===== src/wdpt_map.svh =====
// Function
// - the watchdog runs only while enabled, and enabling it also switches on the internal RC oscillator source.
// - the base counter divides the oscillator tick down to a nominal 4 ms period.
// - the base period drives a 16-bit postscaler, and a configuration-driven multiplexer picks the tap that times out.
// - the selectable timeout runs from 4 ms to 131.072 s, in power-of-two steps of the base period.
// - the clear-watchdog and power-down instructions reset both the base count and the postscaler to zero.
// - any change of the oscillator frequency select field clears both counts.
// - a detected clock failure clears both counts.
// - a software enable bit turns the watchdog on only while the configuration enable bit leaves it off.
`ifndef WDPT_MAP_SVH
`define WDPT_MAP_SVH
`define WDPT_CLK_HZ 10000000
`define WDPT_BASE_PERIOD_US 4000
`define WDPT_BASE_CYCLES ((`WDPT_CLK_HZ / 1000000) * `WDPT_BASE_PERIOD_US)
`define WDPT_BASE_W 16
`define WDPT_POST_W 16
`define WDPT_SEL_W 4
`define WDPT_INTERNAL_OSC_FREQUENCY_SELECT_W 3
`define WDPT_BASE_RST 16'h0000
`define WDPT_POST_RST 16'h0000
`define WDPT_INTERNAL_OSC_FREQUENCY_SELECT_RST 3'h0
`endif


===== src/wdpt_pkg.sv =====
package wdpt_pkg;
   typedef enum logic [1:0] {
      WDPT_OFF,
      WDPT_RUN,
      WDPT_SLEEP
   } wdpt_mode_t;

   typedef struct packed {
      logic clearInstr;
      logic sleepInstr;
      logic wakeEvent;
      logic clockFail;
   } wdpt_evt_t;

   typedef struct packed {
      logic cfgEnable;
      logic [3:0] postSelect;
      logic [2:0] intOscFreqSelect;
   } wdpt_cfg_t;
endpackage


===== src/wdpt_base_div.sv =====
`timescale 1ns/10ps
`default_nettype none
`include "wdpt_map.svh"
module wdpt_base_div (
   input wire logic clk,
   input wire logic reset,
   input wire logic run,
   input wire logic clearCount,
   output logic baseTick
);
   typedef struct packed {
      logic [`WDPT_BASE_W-1:0] count;
      logic tick;
   } wdpt_div_st_t;

   localparam logic [`WDPT_BASE_W-1:0] LastCount = `WDPT_BASE_W'(`WDPT_BASE_CYCLES - 1);

   wdpt_div_st_t st_q;
   wdpt_div_st_t st_d;

   ////////////////////////////////////////////////////////////////
   always_comb begin
      st_d = st_q;
      st_d.tick = 1'b0;
      if (clearCount || !run) begin
         st_d.count = `WDPT_BASE_RST;
      end else if (st_q.count == LastCount) begin
         st_d.count = `WDPT_BASE_RST;
         st_d.tick = 1'b1;
      end else begin
         st_d.count = st_q.count + `WDPT_BASE_W'(1);
      end
   end

   always_ff @(posedge clk or posedge reset) begin
      if (reset) begin
         st_q <= '0;
      end else begin
         st_q <= st_d;
      end
   end

   assign baseTick = st_q.tick;
endmodule
`default_nettype wire


===== src/wdpt_top.sv =====
`timescale 1ns/10ps
`default_nettype none
`include "wdpt_map.svh"
module wdpt_top (
   input wire logic clk,
   input wire logic reset,
   input wire wdpt_pkg::wdpt_cfg_t cfg,
   input wire wdpt_pkg::wdpt_evt_t evt,
   input wire logic swEnableWrite,
   input wire logic swEnableData,
   output logic swEnable,
   output logic watchdogOn,
   output logic intRcOscRequest,
   output logic timeoutReset,
   output logic timeoutWake,
   output logic [`WDPT_POST_W-1:0] postCount
);
   typedef struct packed {
      wdpt_pkg::wdpt_mode_t mode;
      logic swEn;
      logic [`WDPT_INTERNAL_OSC_FREQUENCY_SELECT_W-1:0] ircfSeen;
      logic [`WDPT_POST_W-1:0] post;
      logic rstPulse;
      logic wakePulse;
      logic on;
   } wdpt_top_st_t;

   wdpt_top_st_t st_q;
   wdpt_top_st_t st_d;
   logic enabled;
   logic clearAll;
   logic baseTick;
   logic tapHit;

   // true once the chosen tap of the incremented count rolls over to zero
   function automatic logic tap_done(input logic [`WDPT_POST_W-1:0] cnt, input logic [`WDPT_SEL_W-1:0] sel);
      logic [`WDPT_POST_W-1:0] mask;
      mask = (`WDPT_POST_W'(1) << sel) - `WDPT_POST_W'(1);
      tap_done = ((cnt & mask) == mask);
   endfunction

   ////////////////////////////////////////////////////////////////
   assign enabled = cfg.cfgEnable | st_q.swEn;
   assign clearAll = evt.clearInstr | evt.sleepInstr | evt.clockFail
      | (cfg.intOscFreqSelect != st_q.ircfSeen);
   assign tapHit = baseTick & tap_done(st_q.post, cfg.postSelect);

   wdpt_base_div u_base (
      .clk(clk),
      .reset(reset),
      .run(enabled),
      .clearCount(clearAll),
      .baseTick(baseTick)
   );

   ////////////////////////////////////////////////////////////////
   always_comb begin
      st_d = st_q;
      st_d.rstPulse = 1'b0;
      st_d.wakePulse = 1'b0;
      st_d.ircfSeen = cfg.intOscFreqSelect;
      // software bit is stored always but only matters when config leaves it off
      if (swEnableWrite) begin
         st_d.swEn = swEnableData;
      end
      if (!enabled) begin
         st_d.mode = wdpt_pkg::WDPT_OFF;
         st_d.post = `WDPT_POST_RST;
      end else if (clearAll) begin
         st_d.post = `WDPT_POST_RST;
         st_d.mode = evt.sleepInstr ? wdpt_pkg::WDPT_SLEEP : wdpt_pkg::WDPT_RUN;
      end else begin
         case (st_q.mode)
            wdpt_pkg::WDPT_OFF: begin
               st_d.mode = wdpt_pkg::WDPT_RUN;
            end
            wdpt_pkg::WDPT_RUN, wdpt_pkg::WDPT_SLEEP: begin
               if (st_q.mode == wdpt_pkg::WDPT_SLEEP && evt.wakeEvent) begin
                  st_d.mode = wdpt_pkg::WDPT_RUN;
               end
               if (tapHit) begin
                  st_d.post = `WDPT_POST_RST;
                  // a timeout in power-down wakes instead of resetting
                  if (st_q.mode == wdpt_pkg::WDPT_SLEEP) begin
                     st_d.wakePulse = 1'b1;
                     st_d.mode = wdpt_pkg::WDPT_RUN;
                  end else begin
                     st_d.rstPulse = 1'b1;
                  end
               end else if (baseTick) begin
                  st_d.post = st_q.post + `WDPT_POST_W'(1);
               end
            end
            default: begin
               st_d.mode = wdpt_pkg::WDPT_OFF;
            end
         endcase
      end
      // registered copy of the mode test, so the status pins come straight from a flop
      st_d.on = (st_d.mode != wdpt_pkg::WDPT_OFF);
   end

   always_ff @(posedge clk or posedge reset) begin
      if (reset) begin
         st_q <= '{mode: wdpt_pkg::WDPT_OFF, swEn: 1'b0, ircfSeen: `WDPT_INTERNAL_OSC_FREQUENCY_SELECT_RST,
                   post: `WDPT_POST_RST, rstPulse: 1'b0, wakePulse: 1'b0, on: 1'b0};
      end else begin
         st_q <= st_d;
      end
   end

   ////////////////////////////////////////////////////////////////
   assign swEnable = st_q.swEn;
   assign watchdogOn = st_q.on;
   assign intRcOscRequest = st_q.on;
   assign timeoutReset = st_q.rstPulse;
   assign timeoutWake = st_q.wakePulse;
   assign postCount = st_q.post;
endmodule
`default_nettype wire


===== config.mk =====
export PLATFORM = sky130hd
export DESIGN_NAME = wdpt_top
export DESIGN_NICKNAME = d
export VERILOG_FILES = /design/src/wdpt_pkg.sv /design/src/wdpt_base_div.sv /design/src/wdpt_top.sv
export VERILOG_INCLUDE_DIRS = /design/src /design/src/src
export SDC_FILE = /design/constraint.sdc
export NUM_CORES = 1
export LEC_CHECK = 0
export ABC_AREA = 0
export BUFFER_PORTS_ARGS = -buffer_cell sky130_fd_sc_hd__buf_2
export CORE_ASPECT_RATIO = 0.75
export CORE_MARGIN = 2
export CORE_UTILIZATION = 57
export CTS_CLUSTER_DIAMETER = 50
export DETAILED_ROUTE_END_ITERATION = 10
export PLACE_DENSITY = 0.84
export SLEW_MARGIN = 30
export SYNTH_ARGS = -nofsm -noshare
export SYNTH_HDL_FRONTEND = slang
export SYNTH_SLANG_ARGS = --single-unit

===== constraint.sdc =====
create_clock -name clk -period 2.9 [get_ports clk]
set_clock_uncertainty 0.05 [all_clocks]
set_input_delay 0.435 -clock clk [delete_from_list [all_inputs] [get_ports clk]]
set_output_delay 0.435 -clock clk [all_outputs]
set_load 0.03 [all_outputs]

Word-level counts from Yosys, hierarchy flattened
Index checks and enable logic that the tools add are counted.
- bits of input ports: 16
- bits in registers: 42
- word-level logic and storage cells: 54
- muxes and demuxes: 21
- reductions and logical operators: 7
- bitwise gates (word level): 6
- eq/ne operators: 7
- shift operators: 1
- $add $sub $neg: 3
- operator list (operator ; count):
    $mux W16 ; 6
    $add A16 B1 Y16 const B ; 2
    $mux W18 ; 1
    $mux W2 ; 9
    $and A16 B16 Y16 ; 1
    $eq A16 B16 Y1 ; 1
    $eq A16 B16 Y1 const B ; 1
    $shl A1 B4 Y16 const A ; 1
    $sub A16 B2 Y16 const B ; 1
    $mux W1 ; 4
    $ne A4 B1 Y1 const B ; 1
    $or A1 B1 Y1 ; 4
    $pmux W2 S2 ; 1
    $ne A3 B1 Y1 const B ; 1
    $ne A3 B3 Y1 ; 1
    $eq A2 B1 Y1 const B ; 1
    $eq A2 B2 Y1 const B ; 1
    $logic_not A2 Y1 ; 1
    $reduce_and A2 Y1 ; 1
    $reduce_bool A2 Y1 ; 1
    $reduce_or A2 Y1 ; 1
    $and A1 B1 Y1 ; 1
    $logic_and A1 B1 Y1 ; 1
    $logic_not A1 Y1 ; 1
    $logic_or A1 B1 Y1 ; 1

Logic depth before layout (Yosys ltp)
Gate-level depths: netlist of run 1.
- depth in word-level cells: 10
- mapped depth: 12
- gate-level depth less buffers: 9

By module
A second synthesis of run 1 with hierarchy kept.
- cell total of the unflattened synthesis: 314
- area, all modules: 2879.0 µm²
- by module, submodules not included (module ; cells an instance ; area each (µm²) ; instances):
    wdpt_top ; 230 ; 2025.7 ; 1
    wdpt_base_div ; 84 ; 853.3 ; 1

Least setup slack after synthesis of run 1
OpenSTA, ideal clock, no wires.
- path kind: in2reg
- from: input port cfg[3] in the netlist's numbering
- to: register st_q, in the netlist postCount[10]
- stages on the path: 11
- path slack: -0.103 ns
- setup time: 0.126 ns
- buffers on the path: 3
- arrival: 2.827 ns
- path through: buf_6 -> or4_4 -> ha_1 -> clkbuf_1 -> nand2_1 -> a211oi_1 -> a2111o_1 -> nor4_4 -> a21oi_2 -> buf_6 -> a221o_1
- cells in the longest elaborated chain, start to end: 9
- elaborated cells on any way between the ends: 11
- those cells by class: add/sub: 1; eq/ne: 2; shift: 1; mux: 4; bitwise: 2; reduce/logical: 1
- ends and longest elaborated chain (element ; RTL line ; source):
    from (decl) ; wdpt_top.sv:7 ; input wire wdpt_pkg::wdpt_cfg_t cfg,
    $shl A1 B4 Y16 (no source line) (*) ; n/a ;
    $sub A16 B2 Y16 (*) ; wdpt_top.sv:38 ; mask = (`WDPT_POST_W'(1) << sel) - `WDPT_POST_W'(1);
    $and A16 B16 Y16 ; wdpt_top.sv:39 ; tap_done = ((cnt & mask) == mask);
    $eq A16 B16 Y1 (*) ; wdpt_top.sv:39 ;
    $and A1 B1 Y1 (*) ; wdpt_top.sv:46 ; assign tapHit = baseTick & tap_done(st_q.post, cfg.postSelect);
    $mux W16 ; wdpt_top.sv:81 ; if (tapHit) begin
    $mux W18 ; wdpt_top.sv:73 ; case (st_q.mode)
    $mux W16 ; wdpt_top.sv:69 ; end else if (clearAll) begin
    $mux W16 ; wdpt_top.sv:66 ; if (!enabled) begin
    to (signal assigned) ; wdpt_top.sv:105 ; st_q <= '{mode: wdpt_pkg::WDPT_OFF, swEn: 1'b0, ircfSeen: `WDPT_INTERNAL_OSC_FREQUENCY_SELECT_RST,
    to (signal assigned) ; wdpt_top.sv:108 ; st_q <= st_d;
    to (decl) ; wdpt_top.sv:28 ; wdpt_top_st_t st_q;
Every way passes the cells marked *; elsewhere a longest branch is shown, timed or not. The select of a mux whose other input is x is not followed.
A chain may end at the register's enable or synchronous reset.

Worst setup path in the final report of run 1
- from: input port cfg[6] in the netlist's numbering
- to: register st_q, in the netlist postCount[12]
Same word-level chain as after synthesis.

==> results of run 1 <==
-- synthesized netlist by cell type, types with 2 or more instances --
master	count	area [um2]
inv_1	9	33.8
buf_4	17	128
a21o_1	4	30.0
a221o_1	8	80.1
o21a_1	2	15.0
nand2_1	29	109
o211ai_1	2	15.0
nand4_1	4	25.0
xor2_1	11	96.3
a221oi_1	3	26.3
or2_2	3	18.8
buf_2	4	20.0
dfrtp_1	42	1050
o21ai_0	8	40.0
o21bai_1	2	15.0
a21oi_1	6	30.0
nor4b_1	3	26.3
nand2b_1	5	31.3
nor3_1	3	15.0
and3_1	5	31.3
a21boi_0	2	15.0
nor2_1	26	97.6
ha_1	7	87.6
buf_6	2	22.5
a22o_1	3	26.3
xnor2_1	8	70.1
clkbuf_1	4	15.0
mux2_2	2	22.5
or3_1	8	50.1
nand3_1	14	70.1
nor4_1	2	12.5
a211oi_1	8	60.1
-- metrics by stage --
| step | worst slack, ns | TNS, ns | std cells | total power [mW] |
|---|---|---|---|---|
| finish | 0.116 | 0 | 367 | 1.11 |
| floorplan | -0.0507 | -0.272 | 274 | 0.682 |
| CTS | 0.101 | 0 | 367 | 1.11 |
| detailed placement | -0.209 | -2.38 | 359 | 0.728 |
| global placement | -0.126 | -1.25 | 359 | 0.724 |
| global route | 0.0424 | 0 | 367 | 1.15 |
-- worst paths after layout --
| check | start | end | slack [ns] | cells after the start |
|---|---|---|---|---|
| worst max-delay path | cfg[6] | postCount[12]$_DFFE_PP0P_ | 0.12 | 10 |
| worst min-delay path | reset | u_base.st_q[10]$_DFF_PP0_ | 0.21 | 3 |
| worst max register to register | postCount[0]$_DFFE_PP0P_ | postCount[12]$_DFFE_PP0P_ | 0.47 | 6 |
| worst min register to register | postCount[15]$_DFFE_PP0P_ | postCount[15]$_DFFE_PP0P_ | 0.45 | 1 |
| max in group asynchronous | reset | u_base.st_q[12]$_DFF_PP0_ | 2.23 | 3 |
| min in group clk | cfg[2] | st_q[21]$_DFF_PP0_ | 0.22 | 1 |
-- power by group through the flow --
stage	Combinational, mW	Clock [mW]	Sequential, mW
floorplan	0.0670	0	0.615
global placement	0.114	0	0.610
detailed placement	0.117	0	0.611
CTS	0.118	0.393	0.599
global route	0.131	0.418	0.600
finish	0.119	0.388	0.599
-- worst min-delay path, stage by stage --
cell and delay (ns):
buf_2 0.09, inv_1 0.04, buf_4 0.44
-- state kept, by name (all words and copies together), names as in the netlist --
register / cells
u_base.baseTick: 1
postCount: 16
st_q: 5
swEnable: 1
intRcOscRequest: 1
u_base.st_q: 16
timeoutReset: 1
timeoutWake: 1
-- routing by layer --
metal  vias to the layer above  wire [um]  GRT usage
li1                       1045          -          -
met4                         0        158      0.107
met5                         -          0          0
met3                        22        467     0.0477
met2                       115       2400      0.363
met1                      1024       2430      0.319
-- area by class of cell --
class	count	area [um2]	area share
Timing Repair Buffer	55	323	0.112
Multi-Input combinational cell	196	1310	0.455
Clock inverter	1	5.00	0.00174
Inverter	9	33.8	0.0117
Tap cell	57	71.3	0.0248
Clock buffer	7	86.3	0.0300
Sequential cell	42	1050	0.365
-- placed cells by master, fill, tap and decap left out, drive strengths merged, types with 2 or more instances in the layout --
cell type  netlist  routed
or4              2       2
ha               7       7
a21boi           2       2
nor2            26      26
o21ai            8       8
mux2             2       2
nor4b            3       3
a221oi           3       3
a21oi            7       7
nor4             3       3
xor2            11      11
a22o             3       3
a21o             4       4
a211oi           8       8
nand2b           5       5
a221o            8       8
o211ai           2       2
or2              3       3
xnor2            8       8
nand4            4       4
buf             23      55
and3             5       5
nor3             3       3
inv              9       9
dfrtp           42      42
nand2           29      29
clkbuf           4       7
o21bai           2       2
o21a             2       2
nand3           14      14
or3              8       8
-- timing repair --
item / in CTS / in global routing
resized for setup: 0 / 2
setup endpoints to repair: 0 / 10
setup buffers: 0 / 0
-- cell families (layout without fill, tap and decap cells) --
family,after synthesis,count (layout),share of synthesized area
xor gates and xnor gates,19,19,0.0651
muxes,2,2,0.00881
and+or+nand+nor,111,111,0.224
DFF,42,42,0.411
adders and majority gates,7,7,0.0342
AOI/OAI and AO/OA,57,57,0.171
buffers and inverters,36,72,0.0856
==> run summary, run 1 <==
Worst rel slew slack: 0.628
Max stage delay on crit path: 0.55 ns
GRT Residual Overflow: 0
H-tree level count: 2
Starting Density: 0.583
Yosys reg bits: 42
Cell variety after synth: 50
Initial antenna violation count: 0
Leakage power: 1.30 nW
Root Buffer: clkbuf_8
Sw frac: 0.247
Share of cells above drive strength 1: 0.232
Worst slew pin tran: 0.553 ns
Sequential share of power: 0.541
Syn_area_per_cell: 9.33 um2
Final design instance area without fill: 0.00288 mm2
Hold Violations, Final: 0
Drt initial violations: 171
Via density per instance: 6.01
Cell repeated most along the worst path: buf_4
Die ar.: 0.00504 mm2
Hpwl dp: 4.00 mm
Global-route wire length before repair: 8.89 mm
# setup viols final: 0
Worst path arrival time: 2.97 ns
Antenna Nets Post-Route: 0
Max_cap viols: 0
Final wirelength: 5.46 mm
WS Path Type: primary input to flop
Drc violations: 0
Async set or reset register ratio after synthesis: 1.00
CTS buffer count: 5
Rows: 21
Skew-Pair Late Insertion Delay: 0.29 ns
GR Util All Layers: 0.233
IO buf count: 36
Register area share after synthesis: 0.411
Clk buf depth: 2
CP Cell Sequence: buf_2 -> or4_4 -> ha_4 -> buf_4 -> or3_1 -> a211oi_1 -> o21bai_1 -> buf_4 -> a2111oi_1 -> a221o_1
Synthesized area: 0.00256 mm2
Final hold slack: 0.208 ns
CP Launch Type: primary input
Worst vdd ir: 0.000408 V
Final min period: 2.78 ns
Net Sw Power: 0.274 mW
Status: complete, no violations
Vias in the first global route: 1,993
Total clock sinks: 42
Hold Path Class: primary input to async pin
Syn-to-layout area delta: 12.6%
WL/cell: 14.9 um
WP buf/inv: 3
Cells after Synth: 274
Comb pwr share: 0.108
Die X: 81.3 um
Crit share post-route: 0.960
Synthesis Warnings: 0
Internal Dissipation: 0.833 mW
Final Util: 0.656
DRT Pass-1 Iters: 5
Worst Path Max Fanout: 6
Post-synth top flop: dfrtp_1
RSZ-0062 raised after global routing: no
Syn_nets: 297
Fillcell total: 359
Crit. End Element: flop
Ant. Diodes: 0
Core box area: 0.00439 mm2
Nets@finish: 332
Vias post-DR: 2,206
Io pins: 37
Largest net degree at the start of global routing: 43
Area of placed instances: 0.00278 mm2
Clk pwr share: 0.351
CTS tree: built
Worst-path clk slew: 0.08 ns
Power density cells: 384 mW/mm2
Max-slew violation count: 0
Crit-path leading delay family: compound AO/OA/AOI/OAI gates
Die Y: 62.0 um
Hold-fix buffers at CTS: 0
Fmax: 359 MHz
Number of synthesized flops with an enable pin: 0
Worst Path Required: 3.09 ns
GP Congestion: 0.824
CP max stage cell: or4_4
(Power assumes the default switching activity.)
==> inputs of run 2 (changes only) <==
--- a/config.mk
+++ b/config.mk
@@ -8,6 +8,7 @@
 export LEC_CHECK = 0
 export ABC_AREA = 0
 export BUFFER_PORTS_ARGS = -buffer_cell sky130_fd_sc_hd__buf_2
+export CAP_MARGIN = 25
 export CORE_ASPECT_RATIO = 0.75
 export CORE_MARGIN = 2
 export CORE_UTILIZATION = 57
==> constraint.sdc (replaced) <==
create_clock -name clk -period 2.9 [get_ports clk]
set_clock_uncertainty 0.05 [all_clocks]
set_input_delay 0 -clock clk [delete_from_list [all_inputs] [get_ports clk]]
set_output_delay 0 -clock clk [all_outputs]
set_load 0.03 [all_outputs]
==> run summary, run 2 (synthesized netlist as in run 1, its figures left out) <==
WL/cell: 14.6 um
Post-CTS sizing: 0
Share of cells above drive strength 1: 0.199
Die Y: 62.0 um
Final Util: 0.653
WP buf/inv: 3
Status: complete, no violations
Overall Power: 1.17 mW
Crit. End Element: flop
Crit-path leading delay family: simple AND/OR/NAND/NOR gates
Syn-to-layout area delta: 12.0%
Initial antenna violation count: 0
Drt initial violations: 171
Nets@finish: 328
Hpwl dp: 3.86 mm
CTS buffer count: 5
Final wirelength: 5.30 mm
Leakage power: 1.28 nW
CP Launch Type: primary input
Die X: 81.3 um
Worst-path clk slew: 0.08 ns
Root Buffer: clkbuf_8
Vias in the first global route: 1,858
Multi-input logic area: 0.00129 mm2
Register area: 0.00105 mm2
Skew-Pair Late Insertion Delay: 0.30 ns
IO buf count: 36
Hold Violations, Final: 0
Final hold slack: 0.0630 ns
GR Util All Layers: 0.235
Max stage delay on crit path: 0.55 ns
Final non-filler cell total: 363
CTS tree: built
Worst path arrival time: 2.83 ns
Worst Path Required: 3.09 ns
Die ar.: 0.00504 mm2
WS Path Type: primary input to flop
Via density per instance: 5.76
Io pins: 37
Place WS: 0.124 ns
Power density cells: 407 mW/mm2
Fmax: 379 MHz
Rows: 21
Total clock sinks: 42
DRT Pass-1 Iters: 4
Largest net degree at the start of global routing: 27
Drc violations: 0
Fillcell total: 338
Worst Path Max Fanout: 11
Starting Density: 0.583
Commonest cells after routing, fill and taps aside: dfrtp_1 (42), buf_2 (36), nand2_1 (29)
Antenna Nets Post-Route: 0
Global-route wire length before repair: 8.69 mm
GP Congestion: 0.917
Area of placed instances: 0.00268 mm2
# setup viols final: 0
CP max stage cell: dlygate4sd3_1
Max-slew violation count: 0
GRT Residual Overflow: 0
Vias post-DR: 2,092
RSZ-0062 raised after global routing: no
Worst vdd ir: 0.000306 V
Most common cell after layout, fill and taps aside: dfrtp_1
H-tree level count: 2
Final design instance area without fill: 0.00287 mm2
Ant. Diodes: 0
Clk buf depth: 2
Final min period: 2.64 ns
Post-Route Setup TNS: 0 ns
Crit share post-route: 0.910
Final worst slack: 0.262 ns
Postcts setup bufs: 0
Hold Path Class: primary input to flop
Max_cap viols: 0
Worst slew pin tran: 0.634 ns
Core box area: 0.00439 mm2
CP Cell Sequence: dlygate4sd3_1 -> buf_2 -> or3_1 -> nor4_1 -> and2b_1 -> nand3_1 -> buf_4 -> a2111oi_0 -> a221o_1
Placed cells: 347
Worst rel slew slack: 0.577
==> run 2: path summary, 6_finish.rpt <==
path	from	endpoint	slack, ns	depth (start not counted)
max	evt[2]	postCount[12]$_DFFE_PP0P_	0.26	9
min	evt[1]	st_q[23]$_DFF_PP0_	0.06	5
max reg2reg	st_q[20]$_DFF_PP0_	postCount[12]$_DFFE_PP0P_	0.45	7
min reg2reg	u_base.st_q[1]$_DFF_PP0_	u_base.st_q[1]$_DFF_PP0_	0.43	1
max in group asynchronous	reset	swEnable$_DFFE_PP0P_	2.04	4
min in group asynchronous	reset	u_base.st_q[14]$_DFF_PP0_	0.23	3
==> run 2: area by class of cell <==
class | count | area share
Multi-Input combinational cell | 196 | 0.449
Sequential cell | 42 | 0.367
Timing Repair Buffer | 51 | 0.109
Tap cell | 57 | 0.0249
Clock buffer | 5 | 0.0240
Clock inverter | 3 | 0.0140
Inverter | 9 | 0.0118
==> run 2: metal layers <==
metal / vias up / track usage / part of all wire
li1: 1026 / - / -
met1: 990 / 0.339 / 0.47
met2: 68 / 0.355 / 0.45
met3: 8 / 0.0405 / 0.064
met4: 0 / 0.0993 / 0.016
met5: - / 0 / 0
==> run 2: timing repair <==
action	in CTS	in global routing
hold buffers	8	0
setup endpoints to repair	0	0
endpoints found under the hold margin	31	0
==> run 2: power by group <==
| part | internal (mW) | switching, mW |
|---|---|---|
| registers | 0.592 | 0.00646 |
| logic | 0.0443 | 0.0681 |
| clock network | 0.253 | 0.202 |
==> run 2: tightest hold or removal path: cells and delay by family <==
| family | cells | cell delay [ns] |
|---|---|---|
| AOI/OAI and AO/OA | 1 | 0.06 |
| buffers and inverters | 1 | 0.07 |
| and+or+nand+nor | 3 | 0.24 |
==> inputs of run 3 (changes only) <==
--- a/config.mk
+++ b/config.mk
@@ -9,10 +9,10 @@
 export ABC_AREA = 0
 export BUFFER_PORTS_ARGS = -buffer_cell sky130_fd_sc_hd__buf_2
 export CAP_MARGIN = 25
-export CORE_ASPECT_RATIO = 0.75
+export CORE_ASPECT_RATIO = 0.8
 export CORE_MARGIN = 2
 export CORE_UTILIZATION = 57
-export CTS_CLUSTER_DIAMETER = 50
+export CTS_CLUSTER_DIAMETER = 100
 export DETAILED_ROUTE_END_ITERATION = 10
 export PLACE_DENSITY = 0.84
 export SLEW_MARGIN = 30
==> run summary, run 3 (synthesized netlist as in run 1, its figures left out) <==
Clk pwr share: 0.385
Worst rel slew slack: 0.624
Hold Violations, Final: 0
Area of placed instances: 0.00268 mm2
Skew-Pair Late Insertion Delay: 0.29 ns
Die X: 78.9 um
Clk buf depth: 2
CTS buffer count: 5
Vias post-DR: 2,118
Crit-path leading delay family: simple AND/OR/NAND/NOR gates
Max stage delay on crit path: 0.55 ns
Worst r2r path cells: 7
Crit. path cell count: 9
Drt initial violations: 157
Net Sw Power: 0.260 mW
Max_cap viols: 0
WS Path Type: primary input to flop
# setup viols final: 0
Nets@finish: 328
H-tree level count: 2
Final design instance area without fill: 0.00287 mm2
Worst vdd ir: 0.000297 V
Die Y: 63.9 um
Global-route wire length before repair: 8.96 mm
Comb pwr share: 0.096
Syn-to-layout area delta: 12.2%
CP Launch Type: primary input
WL/cell: 14.2 um
Critical R2R Capture: postCount[10]$_DFFE_PP0P_
Largest net degree at the start of global routing: 43
Placed cells: 347
Rows: 21
Worst Path Required: 3.07 ns
Sw frac: 0.226
Hold wc startpoint: evt[1]
Internal Dissipation: 0.894 mW
Reg2reg start: st_q[20]$_DFF_PP0_
Final wirelength: 5.17 mm
Worst slew pin tran: 0.563 ns
IO buf count: 36
Antenna Nets Post-Route: 0
Drc violations: 0
WP buf/inv: 3
Hpwl dp: 3.63 mm
Worst min-delay path endpoint: st_q[23]$_DFF_PP0_
Die ar.: 0.00504 mm2
Worst-path clk slew: 0.08 ns
Core box area: 0.00426 mm2
Fmax: 373 MHz
Status: complete, no violations
Leakage power: 1.27 nW
Initial antenna violation count: 0
GP Congestion: 0.930
Most common cell after layout, fill and taps aside: dfrtp_1
Hold path depth: 5
Max-slew violation count: 0
CP Cell Sequence: dlygate4sd3_1 -> buf_2 -> or3_1 -> nor4_2 -> and2b_1 -> nand3_1 -> buf_4 -> nor4b_1 -> a221o_1
Sequential share of power: 0.519
RSZ-0062 raised after global routing: no
CTS tree: built
GRT Residual Overflow: 0
CP max stage cell: dlygate4sd3_1
Io pins: 37
Share of cells above drive strength 1: 0.193
Via density per instance: 5.83
DRT Pass-1 Iters: 4
Vias in the first global route: 1,940
Total clock sinks: 42
Ant. Diodes: 0
Reg2reg setup slack: 0.41 ns
Worst path arrival time: 2.85 ns
Root Buffer: clkbuf_8
Hold Path Class: primary input to flop
Crit. End Element: flop
Crit share post-route: 0.925
Post-Route Setup TNS: 0 ns
Worst Path Max Fanout: 7
Fillcell total: 360
GR Util All Layers: 0.223
Final min period: 2.68 ns
Postcts setup bufs: 0
Power density cells: 402 mW/mm2
Final non-filler cell total: 363
Commonest cells after routing, fill and taps aside: dfrtp_1 (42), buf_2 (36), nand2_1 (29)
Starting Density: 0.601
[run 3: changes by cell type in the layout (fill, tap and decap cells not counted)]
cell	delta
nor4_1	-1
clkbuf_1	+2
nor4_2	+1
clkinv_2	-2
inv_2	-1
inv_1	+1
[run 3: area by class of cell]
cell class	instances	area [um2]	area share
clock buffer	7	76.3	0.0266
inverter	9	33.8	0.0118
sequential	42	1050	0.366
timing repair buffer	51	313	0.109
clock inverter	1	30.0	0.0105
tap	57	71.3	0.0249
multi-input combinational	196	1290	0.451
[run 3: layer usage]
layer / vias up / part of all wire / global-route usage
li1: 1033 / - / -
met1: 1015 / 0.48 / 0.322
met2: 64 / 0.45 / 0.345
met3: 6 / 0.059 / 0.0410
met4: 0 / 0.011 / 0.0668
met5: - / 0 / 0
[run 3: worst max-delay path by stage]
stage | start | end | slack [ns]
global placement | cfg[6] | postCount[12]$_DFFE_PP0P_ | 0.26
global route | evt[2] | postCount[10]$_DFFE_PP0P_ | 0.07
finish | evt[2] | postCount[10]$_DFFE_PP0P_ | 0.22
CTS | evt[2] | postCount[10]$_DFFE_PP0P_ | 0.15
detailed placement | cfg[6] | postCount[12]$_DFFE_PP0P_ | 0.20
floorplan | cfg[3] | postCount[10]$_DFFE_PP0P_ | 0.33
[run 3: tightest hold or removal path, cell delays in order]
cell	delay (ns)
buf_2	0.08
nand2_1	0.06
nand3_1	0.08
a21oi_1	0.06
nor2_1	0.10
[run 3: power by group through the flow]
stage / logic [mW] / clock network, mW / registers [mW]
floorplan: 0.0644 / 0 / 0.615
global placement: 0.0980 / 0 / 0.609
detailed placement: 0.0998 / 0 / 0.610
CTS: 0.109 / 0.456 / 0.599
global route: 0.124 / 0.479 / 0.600
finish: 0.111 / 0.445 / 0.599
[run 3: timing repair]
item                       in CTS  in global routing
hold endpoints to repair       48                  0
setup endpoints to repair       0                  1
gates resized for setup         0                  1
hold buffers                    8                  0
[run 3: metrics by stage]
| step | total power, mW | worst slack (ns) | hold slack, ns | util |
|---|---|---|---|---|
| final | 1.15 | 0.219 | 0.0780 | 0.674 |
| after global routing | 1.20 | 0.0738 | 0.113 | 0.674 |
| after CTS | 1.16 | 0.153 | 0.0750 | 0.673 |
| after detailed placement | 0.710 | 0.199 | 0.0844 | 0.629 |
| after global placement | 0.707 | 0.255 | 0.0824 | 0.629 |
| after floorplan | 0.679 | 0.332 | -0.0186 | - |
